## src/shared/modbus_slave_pkg.sv

```systemverilog
// constants, state type and helpers for the modbus rtu slave
// Overview of operation
// RULE_01: each character is one start, eight data, two stop bits, no parity.
// RULE_02: station address zero is a broadcast that every controller executes.
// RULE_03: a broadcast request never gets a response.
// RULE_04: function 03 reads holding registers, at most 121 per request.
// RULE_05: function 06 writes exactly one holding register.
// RULE_06: function 16 writes consecutive registers, at most 25 per request.
// RULE_07: a request failing its crc is dropped silently, registers untouched.
// RULE_08: a request with byte or word count faults is dropped silently.
// RULE_09: a well formed request with a bad value gets an exception response.
// RULE_10: an unsupported function code returns error code 1.
// RULE_11: an invalid data register address returns error code 2.
// RULE_12: a register count above the function limit returns error code 4.
// RULE_13: parameters are reached only through holding registers 40001 to 49999.
// RULE_14: all parameters read; read-only ones are never changed by writes.
// RULE_15: nonzero level parameters take writes only after the matching password.
// RULE_16: level zero parameters take writes with no password.
// RULE_17: password 1111 written to the access level unlocks level 1.
// RULE_18: first and optional second port behave identically.
// RULE_19: each writable parameter has a level compared with the unlocked level.
// RULE_20: parameters not read-only support both reads and writes.
// RULE_21: frames are delimited by an idle gap of at least 3.5 characters.
// RULE_22: exceptions echo address, function with top bit set, code and crc.
// RULE_23: writes to read-only or locked parameters leave the value unchanged.
package modbus_slave_pkg;
	localparam int CLK_HZ        = 40_000_000;
	localparam int BAUD          = 9600;
	localparam int CLKS_PER_BIT  = CLK_HZ / BAUD;
	localparam int DATA_BITS     = 8;
	localparam int STOP_BITS     = 2;
	localparam int CHAR_BITS     = 1 + DATA_BITS + STOP_BITS;
	localparam logic [3:0] RX_STOP_BIT = 4'h9;
	localparam int GAP_CHARS_X2  = 7;
	localparam int GAP_BITS      = (GAP_CHARS_X2 * CHAR_BITS + 1) / 2;
	localparam logic [7:0] BCAST_ADDR = 8'h00;
	localparam logic [7:0] FC_READ    = 8'h03;
	localparam logic [7:0] FC_WRITE1  = 8'h06;
	localparam logic [7:0] FC_WRITEN  = 8'h10;
	localparam logic [7:0] EXC_FLAG   = 8'h80;
	localparam logic [7:0] EXC_FUNC   = 8'h01;
	localparam logic [7:0] EXC_ADDR   = 8'h02;
	localparam logic [7:0] EXC_COUNT  = 8'h04;
	localparam logic [15:0] MAX_READ  = 16'h0079;
	localparam logic [15:0] MAX_WRITE = 16'h0019;
	localparam logic [15:0] PASSWORD_L1 = 16'h0457;
	localparam logic [15:0] REG_RESET = 16'h0000;
	localparam logic [15:0] CRC_INIT  = 16'hffff;
	localparam logic [15:0] CRC_POLY  = 16'ha001;
	localparam int REG_COUNT     = 47;
	localparam int IDX_W         = 6;
	localparam int BUF_DEPTH     = 64;
	localparam logic [IDX_W-1:0] ACCESS_IDX = 6'h00;
	localparam logic [IDX_W-1:0] PORT2_IDX  = 6'h01;
	localparam logic [IDX_W-1:0] RO_FIRST   = 6'h08;
	localparam logic [IDX_W-1:0] RO_LAST    = 6'h0b;
	localparam logic [IDX_W-1:0] STATUS_IDX = 6'h0b;
	localparam logic [6:0] MIN_LEN   = 7'h04;
	localparam logic [6:0] FIXED_LEN = 7'h08;
	localparam logic [8:0] MULTI_OVH = 9'h009;
	localparam logic [5:0] DATA_POS  = 6'h07;
	localparam logic [7:0] READ_HDR  = 8'h03;
	localparam logic [7:0] ECHO_LEN  = 8'h06;
	localparam logic [7:0] EXC_LEN   = 8'h03;

	typedef enum logic [1:0] {
		S_RX    = 2'b00,
		S_CHECK = 2'b01,
		S_EXEC  = 2'b11,
		S_TX    = 2'b10
	} state_t;

	function automatic logic [15:0] crc_step(input logic [15:0] crc, input logic [7:0] b);
		logic [15:0] c;
		c = crc ^ {8'h00, b};
		for (int i = 0; i < 8; i++) begin
			c = c[0] ? ((c >> 1) ^ CRC_POLY) : (c >> 1);
		end
		return c;
	endfunction

	function automatic logic reg_ro(input logic [IDX_W-1:0] idx);
		return idx >= RO_FIRST && idx <= RO_LAST;
	endfunction

	function automatic logic reg_level(input logic [IDX_W-1:0] idx);
		return idx == PORT2_IDX;
	endfunction
endpackage

```

## src/hw/byte_uart.sv

```systemverilog
// serial character receiver and transmitter with bit-rate divider
`timescale 1ns/1ps
`default_nettype none
module byte_uart
	import modbus_slave_pkg::*;
#(
	parameter int CLKS_PER_BIT_P = CLKS_PER_BIT
) (
	input  wire logic       clk,
	input  wire logic       resetn,
	input  wire logic       rxd,
	output wire logic       txd,
	input  wire logic       tx_go,
	input  wire logic [7:0] tx_byte,
	output wire logic       tx_busy,
	output wire logic       rx_valid,
	output wire logic [7:0] rx_byte,
	output wire logic       rx_busy,
	output wire logic       bit_tick
);
	// divider needs at least two clocks per bit
	localparam int CW = $clog2(CLKS_PER_BIT_P);
	localparam logic [CW-1:0] BIT_LAST = CW'(CLKS_PER_BIT_P - 1);
	localparam logic [CW-1:0] HALF     = CW'(CLKS_PER_BIT_P / 2 - 1);

	logic [CW-1:0] div_q;
	logic [CW-1:0] rcnt_q;
	logic [3:0]    rbit_q;
	logic [3:0]    tn_q;
	logic [7:0]    rsh_q;
	logic [10:0]   tsh_q;
	logic          tick_q;
	logic          txd_q;
	logic          tx_busy_q;
	logic          rx_busy_q;
	logic          rx_valid_q;

	assign txd      = txd_q;
	assign tx_busy  = tx_busy_q;
	assign rx_valid = rx_valid_q;
	assign rx_byte  = rsh_q;
	assign rx_busy  = rx_busy_q;
	assign bit_tick = tick_q;

	always_ff @(posedge clk) begin
		if (!resetn) begin
			div_q  <= '0;
			tick_q <= 1'b0;
		end else begin
			tick_q <= div_q == BIT_LAST;
			div_q  <= (div_q == BIT_LAST) ? '0 : div_q + 1'b1;
		end
	end

	// receiver realigns its own timing on each start edge
	always_ff @(posedge clk) begin
		rx_valid_q <= 1'b0;
		if (!resetn) begin
			rx_busy_q <= 1'b0;
			rcnt_q    <= '0;
			rbit_q    <= '0;
			rsh_q     <= '0;
		end else if (!rx_busy_q) begin
			if (!rxd) begin
				rx_busy_q <= 1'b1;
				rcnt_q    <= HALF;
				rbit_q    <= '0;
			end
		end else if (rcnt_q != '0) begin
			rcnt_q <= rcnt_q - 1'b1;
		end else begin
			rcnt_q <= BIT_LAST;
			rbit_q <= rbit_q + 1'b1;
			if (rbit_q == 4'h0 && rxd) begin
				rx_busy_q <= 1'b0;
			end else if (rbit_q == RX_STOP_BIT) begin
				// a low stop bit drops the character, so the frame crc fails
				rx_busy_q  <= 1'b0;
				rx_valid_q <= rxd; // RULE_01
			end else if (rbit_q != 4'h0) begin
				rsh_q <= {rxd, rsh_q[7:1]}; // RULE_01
			end
		end
	end

	always_ff @(posedge clk) begin
		if (!resetn) begin
			txd_q     <= 1'b1;
			tx_busy_q <= 1'b0;
			tn_q      <= '0;
			tsh_q     <= '1;
		end else if (tx_go && !tx_busy_q) begin
			tx_busy_q <= 1'b1;
			tsh_q     <= {2'b11, tx_byte, 1'b0}; // RULE_01
			tn_q      <= 4'(CHAR_BITS);
		end else if (tx_busy_q && tick_q) begin
			if (tn_q == 4'h0) begin
				tx_busy_q <= 1'b0;
			end else begin
				txd_q <= tsh_q[0];
				tsh_q <= {1'b1, tsh_q[10:1]};
				tn_q  <= tn_q - 1'b1;
			end
		end
	end
endmodule
`default_nettype wire

```

## src/hw/modbus_rtu_slave.sv

```systemverilog
// modbus rtu slave: framing, checks, register store and responses
`timescale 1ns/1ps
`default_nettype none
module modbus_rtu_slave
	import modbus_slave_pkg::*;
#(
	parameter int CLKS_PER_BIT_P = CLKS_PER_BIT,
	parameter int REGS           = REG_COUNT
) (
	input  wire logic             clk,
	input  wire logic             resetn,
	input  wire logic             rxd,
	output wire logic             txd,
	input  wire logic [7:0]       station_addr,
	input  wire logic [15:0]      live_status,
	output logic                  param_wr,
	output logic [IDX_W-1:0]      param_idx,
	output logic [15:0]           param_data
);
	state_t           state_q;
	logic [7:0]       buf_q [BUF_DEPTH];
	logic [15:0]      regs_q [REGS];
	logic [6:0]       len_q;
	logic [15:0]      crc_q;
	logic [5:0]       gap_q;
	logic             exc_q;
	logic             bcast_q;
	logic [7:0]       code_q;
	logic [7:0]       k_q;
	logic [4:0]       widx_q;
	logic             tx_go_q;
	logic [7:0]       tx_byte_q;
	logic             param_wr_q;
	logic [IDX_W-1:0] param_idx_q;
	logic [15:0]      param_data_q;

	wire       rx_valid;
	wire [7:0] rx_byte;
	wire       rx_busy;
	wire       tx_busy;
	wire       bit_tick;

	assign param_wr   = param_wr_q;
	assign param_idx  = param_idx_q;
	assign param_data = param_data_q;

	// one instance per serial port; a second port is a second copy of this block
	byte_uart #(.CLKS_PER_BIT_P(CLKS_PER_BIT_P)) u_uart ( // RULE_18
		.clk      (clk),
		.resetn   (resetn),
		.rxd      (rxd),
		.txd      (txd),
		.tx_go    (tx_go_q),
		.tx_byte  (tx_byte_q),
		.tx_busy  (tx_busy),
		.rx_valid (rx_valid),
		.rx_byte  (rx_byte),
		.rx_busy  (rx_busy),
		.bit_tick (bit_tick)
	);

	// request fields
	wire [7:0]  fc    = buf_q[1];
	wire [15:0] start = {buf_q[2], buf_q[3]};
	wire [15:0] qty   = {buf_q[4], buf_q[5]};
	wire [7:0]  bcnt  = buf_q[6];
	wire        fc_rd = fc == FC_READ;
	wire        fc_w1 = fc == FC_WRITE1;
	wire        fc_wn = fc == FC_WRITEN;

	wire frame_end = state_q == S_RX && len_q != 7'h00 && gap_q == 6'(GAP_BITS) && !rx_busy; // RULE_21
	wire bcast     = buf_q[0] == BCAST_ADDR; // RULE_02
	wire ours      = bcast || buf_q[0] == station_addr;

	// fixed-length functions must be exactly eight bytes
	wire syn_fixed = len_q != FIXED_LEN;
	wire syn_multi = len_q < FIXED_LEN || {2'b00, len_q} != {1'b0, bcnt} + MULTI_OVH
		|| qty[15:7] != 9'h000 || bcnt != {qty[6:0], 1'b0};
	wire syn_bad   = (fc_rd || fc_w1) ? syn_fixed : fc_wn ? syn_multi : 1'b0; // RULE_08
	wire discard   = crc_q != 16'h0000 || len_q < MIN_LEN || !ours || syn_bad; // RULE_07

	wire fc_bad  = !(fc_rd || fc_w1 || fc_wn); // RULE_10
	wire cnt_bad = fc_rd ? (qty == 16'h0000 || qty > MAX_READ) // RULE_04
		: fc_wn ? (qty == 16'h0000 || qty > MAX_WRITE) : 1'b0; // RULE_06
	// register space starts at 40001; addresses past the store are refused
	wire [16:0] end_addr = {1'b0, start} + (fc_w1 ? 17'h00001 : {1'b0, qty}); // RULE_05
	wire        addr_bad = end_addr > 17'(REGS); // RULE_13
	wire        exc_now  = fc_bad || cnt_bad || addr_bad; // RULE_09
	wire [7:0]  exc_code = fc_bad ? EXC_FUNC : cnt_bad ? EXC_COUNT : EXC_ADDR; // RULE_10 RULE_11 RULE_12

	// write path
	wire              unlocked = regs_q[ACCESS_IDX] == PASSWORD_L1; // RULE_17
	wire [IDX_W-1:0]  wr_idx   = start[IDX_W-1:0] + {1'b0, widx_q};
	wire [5:0]        dpos     = DATA_POS + {widx_q, 1'b0};
	wire [15:0]       wr_data  = fc_w1 ? qty : {buf_q[dpos], buf_q[dpos + 6'h01]};
	wire              lvl_ok   = !reg_level(wr_idx) || unlocked; // RULE_15 RULE_16 RULE_19
	wire              wr_ok    = !reg_ro(wr_idx) && lvl_ok; // RULE_14 RULE_20 RULE_23
	wire              wr_last  = fc_w1 || {11'h000, widx_q} + 16'h0001 == qty;

	// response bytes
	wire [7:0]        body_len = exc_q ? EXC_LEN : fc_rd ? READ_HDR + {qty[6:0], 1'b0} : ECHO_LEN;
	wire [7:0]        rd_off   = k_q - READ_HDR;
	wire [IDX_W-1:0]  rd_idx   = start[IDX_W-1:0] + rd_off[IDX_W:1];
	wire [15:0]       rd_word  = rd_idx == STATUS_IDX ? live_status : regs_q[rd_idx]; // RULE_14
	wire [7:0]        rd_b     = rd_off[0] ? rd_word[7:0] : rd_word[15:8];
	wire [7:0]        hdr2     = exc_q ? code_q : fc_rd ? {qty[6:0], 1'b0} : buf_q[2];
	wire [7:0]        body_b   = k_q == 8'h00 ? buf_q[0]
		: k_q == 8'h01 ? (exc_q ? fc | EXC_FLAG : fc) // RULE_22
		: k_q == 8'h02 ? hdr2
		: fc_rd ? rd_b : buf_q[k_q[5:0]];
	wire [7:0]        tx_b     = k_q < body_len ? body_b : k_q == body_len ? crc_q[7:0] : crc_q[15:8];
	wire              tx_done  = k_q == body_len + 8'h02;
	wire              tx_slot  = !tx_busy && !tx_go_q;

	// receive buffer; bytes past the buffer are counted but not stored
	always_ff @(posedge clk) begin
		if (state_q == S_RX && rx_valid && len_q < 7'(BUF_DEPTH)) begin
			buf_q[len_q[5:0]] <= rx_byte;
		end
	end

	// silence gap counter, cleared by any line activity
	always_ff @(posedge clk) begin
		if (!resetn || state_q != S_RX || rx_busy) begin
			gap_q <= '0;
		end else if (bit_tick && gap_q != 6'(GAP_BITS)) begin
			gap_q <= gap_q + 6'h01; // RULE_21
		end
	end

	always_ff @(posedge clk) begin
		if (!resetn) begin
			for (int i = 0; i < REGS; i++) begin
				regs_q[i] <= REG_RESET;
			end
		end else if (state_q == S_EXEC && wr_ok) begin
			regs_q[wr_idx] <= wr_data; // RULE_05 RULE_06
		end
	end

	always_ff @(posedge clk) begin
		if (!resetn) begin
			param_wr_q   <= 1'b0;
			param_idx_q  <= '0;
			param_data_q <= '0;
		end else begin
			param_wr_q   <= state_q == S_EXEC && wr_ok;
			param_idx_q  <= wr_idx;
			param_data_q <= wr_data;
		end
	end

	always_ff @(posedge clk) begin
		tx_go_q <= 1'b0;
		if (!resetn) begin
			state_q   <= S_RX;
			len_q     <= '0;
			crc_q     <= CRC_INIT;
			exc_q     <= 1'b0;
			bcast_q   <= 1'b0;
			code_q    <= '0;
			k_q       <= '0;
			widx_q    <= '0;
			tx_byte_q <= '0;
		end else begin
			case (state_q)
			S_RX: begin
				if (rx_valid) begin
					len_q <= (len_q == 7'h7f) ? len_q : len_q + 7'h01;
					crc_q <= crc_step(crc_q, rx_byte);
				end else if (frame_end) begin
					state_q <= S_CHECK;
				end
			end
			S_CHECK: begin
				len_q   <= '0;
				crc_q   <= CRC_INIT;
				exc_q   <= exc_now;
				code_q  <= exc_code;
				bcast_q <= bcast;
				k_q     <= '0;
				widx_q  <= '0;
				if (discard) begin
					state_q <= S_RX; // RULE_07 RULE_08
				end else if (exc_now || fc_rd) begin
					state_q <= bcast ? S_RX : S_TX; // RULE_03
				end else begin
					state_q <= S_EXEC;
				end
			end
			S_EXEC: begin
				widx_q <= widx_q + 5'h01;
				if (wr_last) begin
					state_q <= bcast_q ? S_RX : S_TX; // RULE_03
				end
			end
			S_TX: begin
				// bytes heard while answering are ignored; half duplex line
				if (tx_slot) begin
					if (tx_done) begin
						state_q <= S_RX;
						crc_q   <= CRC_INIT;
					end else begin
						tx_go_q   <= 1'b1;
						tx_byte_q <= tx_b;
						k_q       <= k_q + 8'h01;
						if (k_q < body_len) begin
							crc_q <= crc_step(crc_q, tx_b);
						end
					end
				end
			end
			default: state_q <= S_RX;
			endcase
		end
	end

	property p_bcast_quiet;
		@(posedge clk) disable iff (!resetn)
		(bcast_q && state_q != S_RX) |-> state_q != S_TX;
	endproperty
	a_bcast_quiet: assert property (p_bcast_quiet) else $error("broadcast answered"); // RULE_03

	property p_crc_drop;
		@(posedge clk) disable iff (!resetn)
		(state_q == S_CHECK && crc_q != 16'h0000) |=> state_q == S_RX ##1 !param_wr;
	endproperty
	a_crc_drop: assert property (p_crc_drop) else $error("bad crc not dropped"); // RULE_07

	property p_syntax_drop;
		@(posedge clk) disable iff (!resetn)
		(state_q == S_CHECK && syn_bad) |=> state_q == S_RX && !tx_go_q;
	endproperty
	a_syntax_drop: assert property (p_syntax_drop) else $error("syntax fault not dropped"); // RULE_08

	property p_exc_func;
		@(posedge clk) disable iff (!resetn)
		(state_q == S_CHECK && !discard && fc_bad) |=> exc_q && code_q == EXC_FUNC;
	endproperty
	a_exc_func: assert property (p_exc_func) else $error("wrong code for bad function"); // RULE_10

	property p_exc_count;
		@(posedge clk) disable iff (!resetn)
		(state_q == S_CHECK && !discard && !fc_bad && cnt_bad) |=> exc_q && code_q == EXC_COUNT;
	endproperty
	a_exc_count: assert property (p_exc_count) else $error("wrong code for bad count"); // RULE_12

	property p_exc_addr;
		@(posedge clk) disable iff (!resetn)
		(state_q == S_CHECK && !discard && !exc_code[0] && !cnt_bad && addr_bad) |=> code_q == EXC_ADDR;
	endproperty
	a_exc_addr: assert property (p_exc_addr) else $error("wrong code for bad address"); // RULE_11

	property p_ro_kept;
		@(posedge clk) disable iff (!resetn)
		param_wr |-> !reg_ro(param_idx) && regs_q[param_idx] == param_data;
	endproperty
	a_ro_kept: assert property (p_ro_kept) else $error("read-only parameter written"); // RULE_14

	property p_level_gate;
		@(posedge clk) disable iff (!resetn)
		(param_wr && reg_level(param_idx)) |-> $past(regs_q[ACCESS_IDX]) == PASSWORD_L1;
	endproperty
	a_level_gate: assert property (p_level_gate) else $error("locked parameter written"); // RULE_15

	property p_txd_rest;
		@(posedge clk) disable iff (!resetn)
		state_q != S_TX |-> txd;
	endproperty
	a_txd_rest: assert property (p_txd_rest) else $error("line not idle outside an answer"); // RULE_01

	property p_wr_in_exec;
		@(posedge clk) disable iff (!resetn)
		param_wr |-> $past(state_q) == S_EXEC && !exc_q;
	endproperty
	a_wr_in_exec: assert property (p_wr_in_exec) else $error("write outside execution"); // RULE_09

	property p_single_write;
		@(posedge clk) disable iff (!resetn)
		(state_q == S_EXEC && fc_w1) |=> state_q != S_EXEC;
	endproperty
	a_single_write: assert property (p_single_write) else $error("single write ran twice"); // RULE_05

	property p_write_span;
		@(posedge clk) disable iff (!resetn)
		state_q == S_EXEC |-> {11'h000, widx_q} < MAX_WRITE;
	endproperty
	a_write_span: assert property (p_write_span) else $error("too many words written"); // RULE_06

	property p_read_ok;
		@(posedge clk) disable iff (!resetn)
		(state_q == S_CHECK && !discard && fc_rd && qty != 16'h0000 && qty <= MAX_READ && !addr_bad)
			|=> !exc_q && state_q != S_EXEC;
	endproperty
	a_read_ok: assert property (p_read_ok) else $error("legal read refused"); // RULE_04

	property p_exc_top_bit;
		@(posedge clk) disable iff (!resetn)
		(state_q == S_TX && exc_q && tx_slot && k_q == 8'h01)
			|=> tx_go_q && tx_byte_q[7] && tx_byte_q[6:0] == fc[6:0];
	endproperty
	a_exc_top_bit: assert property (p_exc_top_bit) else $error("exception function byte wrong"); // RULE_22

	property p_foreign_drop;
		@(posedge clk) disable iff (!resetn)
		(state_q == S_CHECK && !bcast && buf_q[0] != station_addr) |=> state_q == S_RX;
	endproperty
	a_foreign_drop: assert property (p_foreign_drop) else $error("foreign station frame taken"); // RULE_02
endmodule
`default_nettype wire

```

## config.mk

```make
export PLATFORM = sky130hd
export DESIGN_NAME = modbus_rtu_slave
export DESIGN_NICKNAME = d
export VERILOG_FILES = /design/src/shared/modbus_slave_pkg.sv /design/src/hw/byte_uart.sv /design/src/hw/modbus_rtu_slave.sv
export SDC_FILE = /design/constraint.sdc
export NUM_CORES = 2
export LEC_CHECK = 0
export BUFFER_PORTS_ARGS = -buffer_cell sky130_fd_sc_hd__buf_4
export CAP_MARGIN = 25
export CELL_PAD_IN_SITES_DETAIL_PLACEMENT = 1
export CELL_PAD_IN_SITES_GLOBAL_PLACEMENT = 2
export CORE_ASPECT_RATIO = 0.7
export CORE_MARGIN = 5
export CORE_UTILIZATION = 51
export CTS_CLUSTER_SIZE = 20
export DETAILED_ROUTE_END_ITERATION = 10
export PLACE_DENSITY_LB_ADDON = 0.1
export SKIP_CTS_REPAIR_TIMING = 1
export SLEW_MARGIN = 30
export SYNTH_ARGS = -nofsm -noshare
export SYNTH_HDL_FRONTEND = slang
export SYNTH_SLANG_ARGS = --single-unit
```

## constraint.sdc

```tcl
create_clock -name clk -period 10.8 [get_ports clk]
set_input_delay 2.16 -clock clk [delete_from_list [all_inputs] [get_ports clk]]
set_output_delay 2.16 -clock clk [all_outputs]
set_load 0.005 [all_outputs]
```

==> reports/results.txt <==
Max FO, Critical Path: 45
Total GRT Usage: 0.329
Post-synth EDFFs: 1536
largest area contributor in the netlist: edfxtp_1
Setup CP Type: reg -> reg
gp weighted congestion: 0.908
Async SR Flop Fraction: 0
WL/cell: 36.3 um
Crit. End Element: register
CORE AREA: 150000 um2
Post-Syn Area: 76900 um2
top cells by area, synth: edfxtp_1 60%, mux4_2 17%, nor2_1 4.5%, dfxtp_1 3.7%, nand2_1 1.6%
Die Wd: 474 um
Cell variety after synth: 93
Longest Clk Path Bufs: 3
initial core utilization: 0.512
worst slew pin tran: 1.04 ns
GRT overflow: 0
Warnings, synthesis: 0
nets: 5174
Vias/cell: 6.81
RSZ-0062 raised after global routing: no
TritonCTS clock tree: yes
area grow syn2layout: 11.1%
Setup-failing EPs final: 0
first-pass GRT wire length: 369 mm
root buffer cell: clkbuf_16
area share of the largest cell type after synthesis: 0.600
FMAX: 136 MHz
crit start category: register
Clock Power Share: 0.431
clk_skew: 0.0382 ns
ys flop type: edfxtp_1
Row Count: 119
Min Hold Slack: 0.454 ns
setup ws final: 3.47 ns
Ports: 51
fin crit period: 7.33 ns
Flop pwr share: 0.538
Final Hold Vio Count: 0
hpwl dp: 173 mm
First-pass DRT Iterations: 6
Comb power frac: 0.031
depth of the CTS H-tree: 4
total wire length: 262 mm
DRT iter0 DRCs: 7434
IO Port Bufs: 50
Die Y: 335 um
Clock transition at path regs: 0.07 ns
fillcell total: 13.8k
synthesized flop and latch total: 1679
most common cell in the netlist: edfxtp_1
run status: completed
Lkg Pwr: 28.7 nW
relative max-transition margin: 0.308
max_cap viols: 0
# DRC: 0
Synth top cells by count: 1536 x edfxtp_1, 927 x nor2_1, 595 x mux4_2
Slew Viols, Final: 0
Tcrit/Tclk final: 0.679
antenna violation net count after detailed routing: 0
largest net degree at the start of global routing: 92
design area: 85500 um2
Req. time, crit path: 11.49 ns
Hold Path Class: reg -> reg
Syn Inst Count: 5024
share of the yosys chip area belonging to registers: 0.637
dpl ws: 3.49 ns
Sw Pwr: 0.00291 W
Sw Ratio: 0.217
ratio of cells with drive above 1 in the final layout: 0.229
via count: 49.2k
setup TNS: 0 ns
number of CTS-inserted buffers: 164
Avg Inst Size Synth: 15.3 um2
initial antenna violation count: 16
Post-Place Cell Area: 80100 um2
P per Cell Area: 157 nW/um2
peak supply drop: 0.170 mV
critical path data arrival time: 8.02 ns
number of global-route vias before repair: 48.0k
CTS Sinks: 1679
internal power: 0.0105 W
Skew-Pair Late Insertion Delay: 0.83 ns
die area: 159000 um2
==> flip-flops by register name (all words and copies together) (netlist names), 2 cells and up, named ones only <==
| name | cells |
|---|---|
| regs_q | 1024 |
| buf_q | 512 |
| crc_q | 16 |
| param_data | 16 |
| u_uart.div_q | 13 |
| u_uart.rcnt_q | 13 |
| u_uart.tsh_q | 9 |
| k_q | 8 |
| tx_byte_q | 8 |
| u_uart.rx_byte | 8 |
| len_q | 7 |
| gap_q | 6 |
| param_idx | 6 |
| widx_q | 5 |
| u_uart.rbit_q | 4 |
| u_uart.tn_q | 4 |
| code_q | 3 |
| state_q | 2 |
==> cell families (layout without fill, tap and decap cells) <==
group / count (synthesis) / in the layout / synth area share
other: 1 / 70 / 0.0000487
buffers and inverters: 434 / 564 / 0.0245
AND/OR/NAND/NOR: 1595 / 1595 / 0.0881
multiplexers: 698 / 698 / 0.188
AO/OA/AOI/OAI: 423 / 423 / 0.0366
flip-flops: 1679 / 1679 / 0.637
adder cells (fa/ha/maj): 64 / 64 / 0.0107
XOR/XNOR: 130 / 130 / 0.0154
==> metrics by stage <==
step / total power, W / utilization / std cells
after global placement: 0.00776 / 0.532 / 6913
after floorplan: 0.00760 / - / 5087
final: 0.0134 / 0.569 / 7219
after CTS: 0.0135 / 0.568 / 7213
after global routing: 0.0138 / 0.569 / 7213
after detailed placement: 0.00777 / 0.533 / 6913
==> worst paths after layout <==
check,to,cells after the start,startpoint,slack [ns]
hold reg to reg,tx_byte_q[6],2,tx_byte_q[6],0.45
setup reg to reg,crc_q[0],20,k_q[0],3.47
setup / recovery,crc_q[0],20,k_q[0],3.47
hold / removal,tx_byte_q[6],2,tx_byte_q[6],0.45
==> worst max-delay path, cell delays in order, from the launching register on <==
cell and delay [ns]:
dfxtp_2 0.37, buf_4 0.39, inv_1 0.12, ha_1 0.35
ha_4 0.15, inv_1 0.06, fa_4 1.38, buf_4 0.52
mux4_2 0.39, mux2i_1 0.36, o21ai_0 0.15, o211ai_1 0.27
and3_1 0.22, o21ai_0 0.08, a211oi_1 0.63, a2bb2oi_2 0.30
xnor2_1 0.20, xor3_1 0.51, xor3_1 0.40, nor3_1 0.18
o31ai_2 0.08
==> cell usage in the layout (no fill, tap or decap), drive strengths merged, types with 18 or more instances in the layout <==
cell type  instances
a211oi            23
a21oi            111
a311oi            20
and2              33
and3              18
buf              202
clkbuf           224
clkinv            47
conb              64
dfxtp            143
edfxtp          1536
ha                61
inv               72
mux2i             87
mux4             595
nand2            335
nand3             72
nand4             26
nor2             927
nor2b             28
nor3              53
nor4              30
o21ai            102
xnor2             76
xor2              51
==> metal layers <==
layer	share of wire	GRT usage	routed length, um	up-vias
met5	0	0	0	-
met1	0.43	0.513	112000	26176
met2	0.41	0.436	107000	3163
met4	0.022	0.0759	5730	0
met3	0.14	0.126	37700	365
li1	-	-	-	19474
==> power groups by stage <==
| stage | combinational, W | sequential [W] | clock (W) |
|---|---|---|---|
| 2_1_floorplan | 0.000280 | 0.00732 | 0 |
| 3_3_place_gp | 0.000400 | 0.00736 | 0 |
| 3_5_place_dp | 0.000404 | 0.00737 | 0 |
| 4_1_cts | 0.000407 | 0.00723 | 0.00584 |
| 5_1_grt | 0.000441 | 0.00724 | 0.00614 |
| 6_report | 0.000412 | 0.00723 | 0.00579 |
==> cell type report <==
cell class | count | area, um2 | share of cell area
Clock buffer | 224 | 4500 | 0.0527
Timing Repair Buffer | 202 | 1580 | 0.0185
Inverter | 62 | 235 | 0.00275
Tap cell | 1996 | 2500 | 0.0292
Clock inverter | 76 | 759 | 0.00889
Sequential cell | 1679 | 49000 | 0.573
Multi-Input combinational cell | 2974 | 26900 | 0.314
Antenna cell | 6 | 15.0 | 0.000176
No activity file was read; power rests on OpenSTA's default activity.
